==> src/pixel_cmd_cfg.svh <==
`ifndef PIXEL_CMD_CFG_SVH
`define PIXEL_CMD_CFG_SVH
// ****************************************
// Register map
// ****************************************
`define REG_CMD 8'h00
`define REG_CFG 8'h04
`define REG_COUNT 8'h08
`define REG_FG 8'h0C
`define REG_BG 8'h10
`define REG_IGN 8'h14
`define REG_IN 8'h18
`define REG_OUT 8'h1C
`define REG_STAT 8'h20
`define REG_INT 8'h24
`define REG_MASK 8'h28
`define REG_DMA 8'h2C
`define REG_BASE 8'h30
// ****************************************
// Fields and reset values
// ****************************************
`define CFG_BG_EN 0
`define CFG_IGN_EN 1
`define CFG_REQ_LSB 8
`define CFG_REQ_MSB 13
`define CFG_RST 32'h0000_0001
`define MASK_RST 4'h0
`define DMA_RST 7'h00
`define INT_DONE 0
`define INT_HALF 1
`define INT_REFUSED 2
`define INT_STALL 3
`define STAT_LVL_LSB 8
// ****************************************
// Command codes
// ****************************************
`define OP_NOP 4'h0
`define OP_SOFT_RESET 4'h1
`define OP_TEXT_BM 4'h2
`define OP_TEXT_CP 4'h3
`define OP_BITMAP_BM 4'h4
`define OP_BITMAP_CP 4'h5
`define OP_READ_BACK 4'h6
`define OP_EXCHANGE 4'h7
`define OP_PHYS_AREA 4'h8
// ****************************************
// Output FIFO
// ****************************************
`define FIFO_DEPTH 7'h40
`define FIFO_HALF 7'h20
`endif

==> src/pixel_cmd_pkg.sv <==
package pixel_cmd_pkg;
    typedef enum logic [2:0] {
        ST_IDLE,
        ST_LOAD,
        ST_STOP,
        ST_GROUP,
        ST_READ,
        ST_STALL,
        ST_AREA
    } state_t;
endpackage

==> src/pixel_filter.sv <==
`timescale 1ns/100ps
`include "pixel_cmd_cfg.svh"

// Decides whether a loaded pixel reaches video memory, and its colour.
module pixel_filter (
    input logic [3:0] op,
    input logic bg_en,
    input logic ign_en,
    input logic [31:0] pixel,
    input logic [23:0] fg,
    input logic [23:0] bg,
    input logic [23:0] ign,
    output logic write_en,
    output logic [23:0] colour
);
    logic [23:0] bmp;

    // Palette variants carry an 8-bit index, the others a direct colour.
    assign bmp = (op == `OP_BITMAP_CP) ? {16'h0000, pixel[7:0]}
                                       : pixel[23:0];

    always_comb begin
        write_en = 1'b0;
        colour = bmp;
        case (op)
            `OP_TEXT_BM, `OP_TEXT_CP: begin
                colour = pixel[0] ? fg : bg;
                write_en = pixel[0] || bg_en; // see RULE2
            end
            `OP_BITMAP_BM, `OP_BITMAP_CP: begin
                write_en = !(ign_en && bmp == ign); // see RULE3
            end
            default: begin
                write_en = 1'b0;
            end
        endcase
    end
endmodule // pixel_filter

==> src/out_fifo.sv <==
`timescale 1ns/100ps
`include "pixel_cmd_cfg.svh"

// Output FIFO; a push while full or a pop while empty is ignored.
module out_fifo (
    input logic clk_sys,
    input logic reset,
    input logic clear,
    input logic push,
    input logic [31:0] push_data,
    input logic pop,
    output logic [31:0] head,
    output logic [6:0] level,
    output logic full,
    output logic empty
);
    logic [31:0] mem [0:63];
    logic [5:0] wr_q;
    logic [5:0] rd_q;
    logic [6:0] lvl_q;
    logic do_push;
    logic do_pop;

    assign full = lvl_q == `FIFO_DEPTH;
    assign empty = lvl_q == 7'h00;
    assign do_push = push && !full;
    assign do_pop = pop && !empty;
    assign head = mem[rd_q];
    assign level = lvl_q;

    always_ff @(posedge clk_sys) begin
        if (do_push) begin
            mem[wr_q] <= push_data;
        end
    end

    always_ff @(posedge clk_sys) begin
        if (reset || clear) begin
            wr_q <= 6'h00;
            rd_q <= 6'h00;
            lvl_q <= 7'h00;
        end else begin
            wr_q <= wr_q + {5'h00, do_push};
            rd_q <= rd_q + {5'h00, do_pop};
            lvl_q <= lvl_q + {6'h00, do_push} - {6'h00, do_pop};
        end
    end
endmodule // out_fifo

==> src/pixel_cmd_ctrl.sv <==
`timescale 1ns/100ps
`include "pixel_cmd_cfg.svh"

// Operation
// RULE1: Two text and two bitmap rectangle loads write video memory.
// RULE2: Text loads skip background pixels when background is disabled.
// RULE3: Bitmap loads skip ignore-colour pixels when ignoring is enabled.
// RULE4: The memory stream of a load may end before the command closes.
// RULE5: The engine reports ready only after the controller stopped it.
// RULE6: The host follows a suppressing load with a no-op and a reset.
// RULE7: A no-op runs only once the previous command is fully closed.
// RULE8: The host resets with a reset command followed by a no-op.
// RULE9: The host needs no such sequence before ordinary commands.
// RULE10: A read-back group starts only when count plus one words fit.
// RULE11: A space stall survives later commands until space is freed.
// RULE12: A stall ends once the level drops below depth-count-1.
// RULE13: The physical-area read ignores the request count and group stall.
// RULE14: The host sizes read-back packages to whole groups of count+1.
// RULE15: A half-full flag is polled or interrupts; a DMA limit is set.
// RULE16: After reset and no-op the controller is idle and takes commands.
module pixel_cmd_ctrl (
    input logic clk_sys,
    input logic reset,
    input logic [7:0] reg_addr,
    input logic [31:0] reg_wdata,
    input logic reg_wr,
    input logic reg_rd,
    output logic [31:0] reg_rdata,
    output logic vm_we,
    output logic [19:0] vm_waddr,
    output logic [23:0] vm_wdata,
    output logic vm_re,
    output logic [19:0] vm_raddr,
    input logic [23:0] vm_rdata,
    output logic dma_req,
    output logic irq
);
    // ****************************************
    // Declarations
    // ****************************************
    pixel_cmd_pkg::state_t state_q;
    logic [3:0] op_q;
    logic [5:0] req_q;
    logic [15:0] idx_q;
    logic [6:0] left_q;
    logic stop_q;
    logic done_q;
    logic [31:0] cfg_q;
    logic [15:0] count_q;
    logic [23:0] fg_q;
    logic [23:0] bg_q;
    logic [23:0] ign_q;
    logic [19:0] base_q;
    logic [3:0] mask_q;
    logic [3:0] int_q;
    logic [6:0] dma_q;
    logic half_q;
    logic [31:0] rdata_q;
    logic vm_we_q;
    logic [19:0] vm_waddr_q;
    logic [23:0] vm_wdata_q;
    logic vm_re_q;
    logic [19:0] vm_raddr_q;
    logic pend_q;
    logic [19:0] pend_addr_q;
    logic [3:0] op_w;
    logic cmd_wr;
    logic sr_take;
    logic idle;
    logic op_known;
    logic is_load_w;
    logic is_rb_w;
    logic cmd_take;
    logic cmd_refuse;
    logic in_wr;
    logic in_flight;
    logic count_end;
    logic engine_ready;
    logic [6:0] need_w;
    logic [6:0] free_w;
    logic [6:0] resume_w;
    logic group_fit;
    logic area_issue;
    logic stall_evt;
    logic done_evt;
    logic filt_we;
    logic [23:0] filt_colour;
    logic fifo_pop;
    logic [31:0] fifo_head;
    logic [6:0] level;
    logic fifo_full;
    logic fifo_empty;
    logic half;
    logic [3:0] int_set;
    logic [3:0] int_clr;
    logic [19:0] cur_addr;

    // ****************************************
    // Decode
    // ****************************************
    assign op_w = reg_wdata[3:0];
    assign cmd_wr = reg_wr && reg_addr == `REG_CMD;
    assign sr_take = cmd_wr && op_w == `OP_SOFT_RESET;
    assign idle = state_q == pixel_cmd_pkg::ST_IDLE;
    assign op_known = op_w <= `OP_PHYS_AREA;
    assign is_load_w = op_w >= `OP_TEXT_BM && op_w <= `OP_BITMAP_CP;
    assign is_rb_w = op_w == `OP_READ_BACK || op_w == `OP_EXCHANGE;
    // A new command is taken only once the previous one closed.
    assign cmd_take = cmd_wr && !sr_take && idle && op_known; // see RULE7
    assign cmd_refuse = cmd_wr && !sr_take && !(idle && op_known);
    assign in_wr = reg_wr && reg_addr == `REG_IN
                   && state_q == pixel_cmd_pkg::ST_LOAD;
    assign in_flight = vm_re_q || pend_q;
    assign count_end = idx_q == count_q;
    assign cur_addr = base_q + {4'h0, idx_q};
    // The engine's ready is gated by the controller's stop.
    assign engine_ready = state_q == pixel_cmd_pkg::ST_STOP
                          && stop_q && done_q; // see RULE5
    assign need_w = {1'b0, req_q} + 7'h01;
    assign free_w = `FIFO_DEPTH - level;
    assign resume_w = `FIFO_DEPTH - {1'b0, req_q} - 7'h01;
    assign group_fit = free_w >= need_w; // see RULE10
    assign area_issue = state_q == pixel_cmd_pkg::ST_AREA
                        && !in_flight && !count_end && !fifo_full;
    assign stall_evt = state_q == pixel_cmd_pkg::ST_GROUP && !in_flight
                       && !count_end && !group_fit;
    assign done_evt = (cmd_take && op_w == `OP_NOP) || sr_take
                      || engine_ready
                      || ((state_q == pixel_cmd_pkg::ST_GROUP
                           || state_q == pixel_cmd_pkg::ST_AREA)
                          && count_end && !in_flight);
    assign fifo_pop = reg_rd && reg_addr == `REG_OUT && !fifo_empty;
    assign half = level >= `FIFO_HALF;

    pixel_filter u_filter (
        .op(op_q),
        .bg_en(cfg_q[`CFG_BG_EN]),
        .ign_en(cfg_q[`CFG_IGN_EN]),
        .pixel(reg_wdata),
        .fg(fg_q),
        .bg(bg_q),
        .ign(ign_q),
        .write_en(filt_we),
        .colour(filt_colour)
    );

    out_fifo u_fifo (
        .clk_sys(clk_sys),
        .reset(reset),
        .clear(sr_take),
        .push(pend_q),
        .push_data({8'h00, vm_rdata}),
        .pop(fifo_pop),
        .head(fifo_head),
        .level(level),
        .full(fifo_full),
        .empty(fifo_empty)
    );

    // ****************************************
    // Command sequencer
    // ****************************************
    // Soft reset returns the sequencer, read port and output FIFO to their initial state at once; registers keep their values.
    always_ff @(posedge clk_sys) begin
        if (reset || sr_take) begin // see RULE16
            state_q <= pixel_cmd_pkg::ST_IDLE;
            idx_q <= 16'h0000;
            left_q <= 7'h00;
            stop_q <= 1'b0;
            done_q <= 1'b0;
        end else begin
            case (state_q)
                pixel_cmd_pkg::ST_IDLE: begin
                    if (cmd_take) begin
                        idx_q <= 16'h0000;
                        stop_q <= 1'b0;
                        done_q <= 1'b0;
                        if (is_load_w) begin // see RULE1
                            if (count_q == 16'h0000) begin
                                done_q <= 1'b1;
                                state_q <= pixel_cmd_pkg::ST_STOP;
                            end else begin
                                state_q <= pixel_cmd_pkg::ST_LOAD;
                            end
                        end else if (is_rb_w) begin
                            state_q <= pixel_cmd_pkg::ST_GROUP;
                        end else if (op_w == `OP_PHYS_AREA) begin
                            state_q <= pixel_cmd_pkg::ST_AREA;
                        end
                    end
                end
                pixel_cmd_pkg::ST_LOAD: begin
                    // The last pixel closes the stream, written or not.
                    if (in_wr) begin // see RULE4
                        idx_q <= idx_q + 16'h0001;
                        if (idx_q + 16'h0001 == count_q) begin
                            done_q <= 1'b1;
                            state_q <= pixel_cmd_pkg::ST_STOP;
                        end
                    end
                end
                pixel_cmd_pkg::ST_STOP: begin
                    if (engine_ready) begin // see RULE5
                        state_q <= pixel_cmd_pkg::ST_IDLE;
                    end else begin
                        stop_q <= 1'b1;
                    end
                end
                pixel_cmd_pkg::ST_GROUP: begin
                    if (!in_flight) begin
                        if (count_end) begin
                            state_q <= pixel_cmd_pkg::ST_IDLE;
                        end else if (group_fit) begin // see RULE10
                            left_q <= need_w;
                            state_q <= pixel_cmd_pkg::ST_READ;
                        end else begin
                            state_q <= pixel_cmd_pkg::ST_STALL;
                        end
                    end
                end
                pixel_cmd_pkg::ST_READ: begin
                    idx_q <= idx_q + 16'h0001;
                    left_q <= left_q - 7'h01;
                    if (left_q == 7'h01 || idx_q + 16'h0001 == count_q) begin
                        state_q <= pixel_cmd_pkg::ST_GROUP;
                    end
                end
                pixel_cmd_pkg::ST_STALL: begin
                    // Only drained space or a reset releases the stall.
                    if (level < resume_w) begin // see RULE11, RULE12
                        state_q <= pixel_cmd_pkg::ST_GROUP;
                    end
                end
                pixel_cmd_pkg::ST_AREA: begin
                    if (!in_flight && count_end) begin
                        state_q <= pixel_cmd_pkg::ST_IDLE;
                    end else if (area_issue) begin // see RULE13
                        idx_q <= idx_q + 16'h0001;
                    end
                end
                default: begin
                    state_q <= pixel_cmd_pkg::ST_IDLE;
                end
            endcase
        end
    end

    always_ff @(posedge clk_sys) begin
        if (reset) begin
            op_q <= `OP_NOP;
            req_q <= 6'h00;
        end else if (cmd_take) begin
            op_q <= op_w;
            req_q <= cfg_q[`CFG_REQ_MSB:`CFG_REQ_LSB];
        end
    end

    // ****************************************
    // Video memory port
    // ****************************************
    always_ff @(posedge clk_sys) begin
        if (reset || sr_take) begin
            vm_re_q <= 1'b0;
            vm_raddr_q <= 20'h00000;
            pend_q <= 1'b0;
            pend_addr_q <= 20'h00000;
        end else begin
            vm_re_q <= state_q == pixel_cmd_pkg::ST_READ || area_issue;
            vm_raddr_q <= cur_addr;
            pend_q <= vm_re_q;
            pend_addr_q <= vm_raddr_q;
        end
    end

    always_ff @(posedge clk_sys) begin
        if (reset) begin
            vm_we_q <= 1'b0;
            vm_waddr_q <= 20'h00000;
            vm_wdata_q <= 24'h000000;
        end else if (in_wr && filt_we) begin // see RULE2, RULE3
            vm_we_q <= 1'b1;
            vm_waddr_q <= cur_addr;
            vm_wdata_q <= filt_colour;
        end else if (pend_q && op_q == `OP_EXCHANGE) begin
            vm_we_q <= 1'b1;
            vm_waddr_q <= pend_addr_q;
            vm_wdata_q <= fg_q;
        end else begin
            vm_we_q <= 1'b0;
        end
    end

    assign vm_we = vm_we_q;
    assign vm_waddr = vm_waddr_q;
    assign vm_wdata = vm_wdata_q;
    assign vm_re = vm_re_q;
    assign vm_raddr = vm_raddr_q;

    // ****************************************
    // Registers, interrupts and read port
    // ****************************************
    always_ff @(posedge clk_sys) begin
        if (reset) begin
            cfg_q <= `CFG_RST;
            count_q <= 16'h0000;
            fg_q <= 24'h000000;
            bg_q <= 24'h000000;
            ign_q <= 24'h000000;
            base_q <= 20'h00000;
            mask_q <= `MASK_RST;
            dma_q <= `DMA_RST;
        end else if (reg_wr) begin
            case (reg_addr)
                `REG_CFG: cfg_q <= reg_wdata;
                `REG_COUNT: count_q <= reg_wdata[15:0];
                `REG_FG: fg_q <= reg_wdata[23:0];
                `REG_BG: bg_q <= reg_wdata[23:0];
                `REG_IGN: ign_q <= reg_wdata[23:0];
                `REG_BASE: base_q <= reg_wdata[19:0];
                `REG_MASK: mask_q <= reg_wdata[3:0];
                `REG_DMA: dma_q <= reg_wdata[6:0];
                default: begin
                end
            endcase
        end
    end

    assign int_set = {stall_evt, cmd_refuse, half && !half_q, done_evt};
    assign int_clr = (reg_wr && reg_addr == `REG_INT) ? reg_wdata[3:0]
                                                      : 4'h0;

    // A set in the clearing cycle wins.
    always_ff @(posedge clk_sys) begin
        if (reset) begin
            int_q <= 4'h0;
            half_q <= 1'b0;
        end else begin
            int_q <= (int_q & ~int_clr) | int_set; // see RULE15
            half_q <= half;
        end
    end

    assign irq = |(int_q & mask_q);
    assign dma_req = dma_q != 7'h00 && level >= dma_q; // see RULE15

    always_ff @(posedge clk_sys) begin
        if (reset || !reg_rd) begin
            rdata_q <= 32'h0000_0000;
        end else begin
            case (reg_addr)
                `REG_CFG: rdata_q <= cfg_q;
                `REG_COUNT: rdata_q <= {16'h0000, count_q};
                `REG_FG: rdata_q <= {8'h00, fg_q};
                `REG_BG: rdata_q <= {8'h00, bg_q};
                `REG_IGN: rdata_q <= {8'h00, ign_q};
                `REG_BASE: rdata_q <= {12'h000, base_q};
                `REG_MASK: rdata_q <= {28'h0000000, mask_q};
                `REG_DMA: rdata_q <= {25'h0000000, dma_q};
                `REG_INT: rdata_q <= {28'h0000000, int_q};
                `REG_OUT: rdata_q <= fifo_empty ? 32'h0000_0000 : fifo_head;
                `REG_STAT: rdata_q <= {17'h00000, level, 3'h0, fifo_full,
                    fifo_empty, state_q == pixel_cmd_pkg::ST_STALL,
                    half, !idle};
                default: rdata_q <= 32'h0000_0000;
            endcase
        end
    end

    assign reg_rdata = rdata_q;
endmodule // pixel_cmd_ctrl

==> config.mk <==
export PLATFORM = sky130hd
export DESIGN_NAME = pixel_cmd_ctrl
export DESIGN_NICKNAME = d
export VERILOG_FILES = /design/src/pixel_cmd_pkg.sv /design/src/pixel_filter.sv /design/src/out_fifo.sv /design/src/pixel_cmd_ctrl.sv
export VERILOG_INCLUDE_DIRS = /design/src
export SDC_FILE = /design/constraint.sdc
export NUM_CORES = 2
export LEC_CHECK = 0
export BUFFER_PORTS_ARGS = -buffer_cell sky130_fd_sc_hd__buf_2
export CAP_MARGIN = 10
export CORE_ASPECT_RATIO = 0.8
export CORE_MARGIN = 2
export CORE_UTILIZATION = 28
export CTS_BUF_LIST = sky130_fd_sc_hd__clkbuf_2
export DETAILED_ROUTE_END_ITERATION = 8
export PLACE_DENSITY_LB_ADDON = 0.2
export SYNTH_ARGS = -nofsm -noshare
export SYNTH_HDL_FRONTEND = slang
export SYNTH_SLANG_ARGS = --single-unit
==> constraint.sdc <==
create_clock -name clk_sys -period 3.5 [get_ports clk_sys]
set_input_delay 0.35 -clock clk_sys [delete_from_list [all_inputs] [get_ports clk_sys]]
set_output_delay 0.35 -clock clk_sys [all_outputs]
set_load 0.005 [all_outputs]
==> impl_metrics.py <==
metrics = {
    "cells_and_area": {
        "nets": 5215,
        "final_cell_mix": "edfxtp_1 (1536), clkbuf_2 (652), mux4_2 (504), nand2_1 (358), dfxtp_1 (320)",
        "syn_to_final_growth_pct": 18.9,
        "layoutNonFillerInstCount": 8943,
        "drive_above_1_share_pct": 33.3,
        "final_common_cell": "edfxtp_1",
    },
    "die": {
        "initial_core_util_pct": 28.2,
        "pin_count": 168,
        "coreArea_um2": 265000,
        "die-width_um": 582,
        "die-area_um2": 271000,
        "fp-row-count": 169,
        "fp.dieH_um": 466,
    },
    "synth": {
        "syn_area_um2": 74800,
        "synth.largest_area_cell": "edfxtp_1",
        "syn_area_per_cell_um2": 17.5,
        "async_flop_share_pct": 0,
        "synthFlopType": "edfxtp_1",
        "ys_seq_area_share_pct": 70.5,
        "ys_ff_latch": 1868,
        "synth_area_leaders": "edfxtp_1 (62%), mux4_2 (15%), dfxtp_1 (8.9%)",
        "yosysTopAreaCellShare_pct": 61.7,
        "yosysUniqueCellTypes": 76,
        "synth-edff-count": 1536,
        "syn-instance-count": 4275,
        "yosysWarnings": 0,
        "syn-num-nets": 4402,
    },
    "detailed_routing": {
        "ant_nets": 0,
        "drc": 0,
        "drtPass1Iterations": 8,
        "via_count": 43900,
        "via_per_inst": 4.90,
        "totalWireLength_um": 244000,
        "wl_per_cell_um": 27.2,
        "drtIter0Drc": 4468,
    },
    "sta": {
        "finalCriticalPeriod_ns": 3.69,
        "rsz0062_at_grt": "true",
        "worst_pin_slew_ns": 1.28,
        "finalCritPeriodShare_pct": 105,
        "hold_slack_ns": 0.237,
        "setup_viol": 5,
        "maxSlewHeadroom_pct": 14.6,
        "final_max_slew_viol_count": 0,
        "hold_viol": 0,
        "worst_slack_ns": -0.187,
        "clock.fmax_ghz": 0.271,
        "clock_skew_ns": 0.247,
    },
    "placement": {
        "placed_cells": 7952,
        "hpwl_um": 143000,
        "place_congestion": 0.819,
        "port_buffers": 167,
    },
    "global_routing": {
        "grt_pass1_vias": 44400,
        "antenna_found_initial": 24,
        "grt_usage_pct": 17.6,
        "grt_max_degree": 171,
        "overflow": 0,
        "grt_pass1_wl_um": 341000,
    },
    "setup_path": {
        "required_ns": 5.06,
        "startpoint_type": "input pin",
        "cp_max_fo": 8,
        "cp-end-kind": "register",
        "cp.arrival_ns": 5.24,
        "critical_path_class": "in2reg",
        "rr_worst_depth": 7,
    },
    "min_path": {
        "hold_class": "in2reg",
        "min_path_cells": 5,
    },
    "power": {
        "leakage_nw": 28.7,
        "ir_worst_vdd_mv": 0.238,
        "finalPower_mw": 39.4,
        "powerDensity_nw_per_um2": 442,
    },
    "clock_network": {
        "clk_pin_slew_worst_paths_ns": 0.12,
        "cts_tree": "done",
        "numCtsBuffers": 442,
        "clk-insertion-delay-late_ns": 1.69,
        "htree_levels": 5,
        "cts-root-buf": "clkbuf_2",
        "cts.sinks": 1868,
        "cts.path.max_buffers": 4,
    },
    "flow_run": {
        "drv_cap": 0,
    },
    "run_status": {
        "violations": "setup timing",
        "status": "finished, violations left",
    },
}
==> routing by layer <==
metal  vias to the layer above  wire length (um)  GRT usage (%)
met3                       306             16800           3.64
met4                         2              4450           4.23
li1                      19000                 -              -
met1                     22900            109000           24.7
met5                         -                 9              0
met2                      1657            114000           28.0
==> registers in the layout, indices dropped and copies added, names as in the netlist, 6 cells and up <==
signal        flops
vm_raddr         20
pend_addr_q      20
cfg_q            32
u_fifo.wr_q       6
u_fifo.mem     1536
vm_waddr         20
left_q            7
idx_q            16
u_fifo.rd_q       6
u_fifo.level      7
reg_rdata        32
count_q          16
dma_q             7
fg_q             24
ign_q            24
vm_wdata         24
req_q             6
bg_q             24
base_q           20
==> worst max-delay path, cell delays in order <==
cell and delay, ns:
dlygate4sd3_1 0.54, buf_2 0.12, dlygate4sd3_1 0.61, nor2_1 0.19, buf_4 0.16, nand3b_1 0.10, dlygate4sd3_1 0.64, nor2_2 0.44
dlygate4sd3_1 0.75, buf_4 0.23, a222oi_1 0.15, a31oi_1 0.75, a31o_2 0.20
==> final timing paths <==
path	start	to	slack, ns
worst max-delay path	reg_addr[0]	reg_rdata[13]	-0.19
worst min-delay path	reg_wdata[26]	cfg_q[26]	0.24
worst max register to register	u_fifo.rd_q[0]	reg_rdata[4]	0.15
worst min register to register	cfg_q[8]	req_q[0]	0.45
==> cell families (layout without fill, tap and decap cells) <==
group / Yosys count / in the layout / synth area share [%]
compound gates: 531 / 531 / 4.56
xor+xnor: 76 / 76 / 0.890
fa+ha+maj: 59 / 59 / 1.01
buf+inv: 316 / 1468 / 1.71
flops: 1868 / 1868 / 70.5
mux: 574 / 574 / 16.1
other cells: 0 / 11 / 0
simple gates: 851 / 851 / 5.16
==> through the flow <==
stage                     util [%]  setup WS (ns)  cell area, um2  TNS [ns]
after floorplan                  -         0.0547           74800         0
after global placement        31.2          0.203           82700         0
after detailed placement      31.2          0.136           82700         0
after CTS                     33.5         -0.395           88900    -0.395
after global routing          33.5         -0.434           89000    -0.434
final                         33.5         -0.187           89000    -0.471
==> power breakdown <==
part	total [mW]	switching, mW	internal (mW)	leakage, nW
logic	1.14	0.775	0.365	9.19
clock network	14.2	8.90	5.32	3.01
registers	24.0	0.0146	24.0	16.5
==> final cells by class <==
cell class,instances,area (um2)
clock inverters,131,649
diodes,11,27.5
repair buffers,645,6340
flip-flops and latches,1868,52800
multi-input cells,2091,21400
well taps,3505,4390
clock buffers,652,3260
fillers,25700,176000
inverters,40,153
==> synth_stat cells (12+ instances only) <==
library cell and instances:
nand2b_1 16, or3_1 12, a31oi_1 21, ha_1 57, a211oi_1 20, nor2b_1 13
and3_1 20, clkbuf_1 199, nor4_1 16, o21ai_0 67, xnor2_1 52, nand3b_1 14
nand3_1 57, a22oi_1 62, nor2_1 228, buf_1 18, edfxtp_1 1536, inv_1 40
dfxtp_1 332, nand2_1 358, mux4_2 504, a21o_1 16, mux2i_1 57, a31o_2 23
nand4_1 17, xor2_1 24, a21oi_1 220, buf_2 51, mux2_2 13, and2_1 39
nor3_1 26, a222oi_1 26
==> what timing repair did <==
| action | 4_1_cts | 5_1_grt |
|---|---|---|
| endpoints found under the setup margin | 1 | 18 |
| setup buffers | 4 | 1 |
| endpoints found under the hold margin | 1868 | 0 |
| hold buffers | 194 | 0 |
| pin swaps | 7 | 2 |
| gates resized for setup | 12 | 10 |
(Power assumes the default switching activity.)
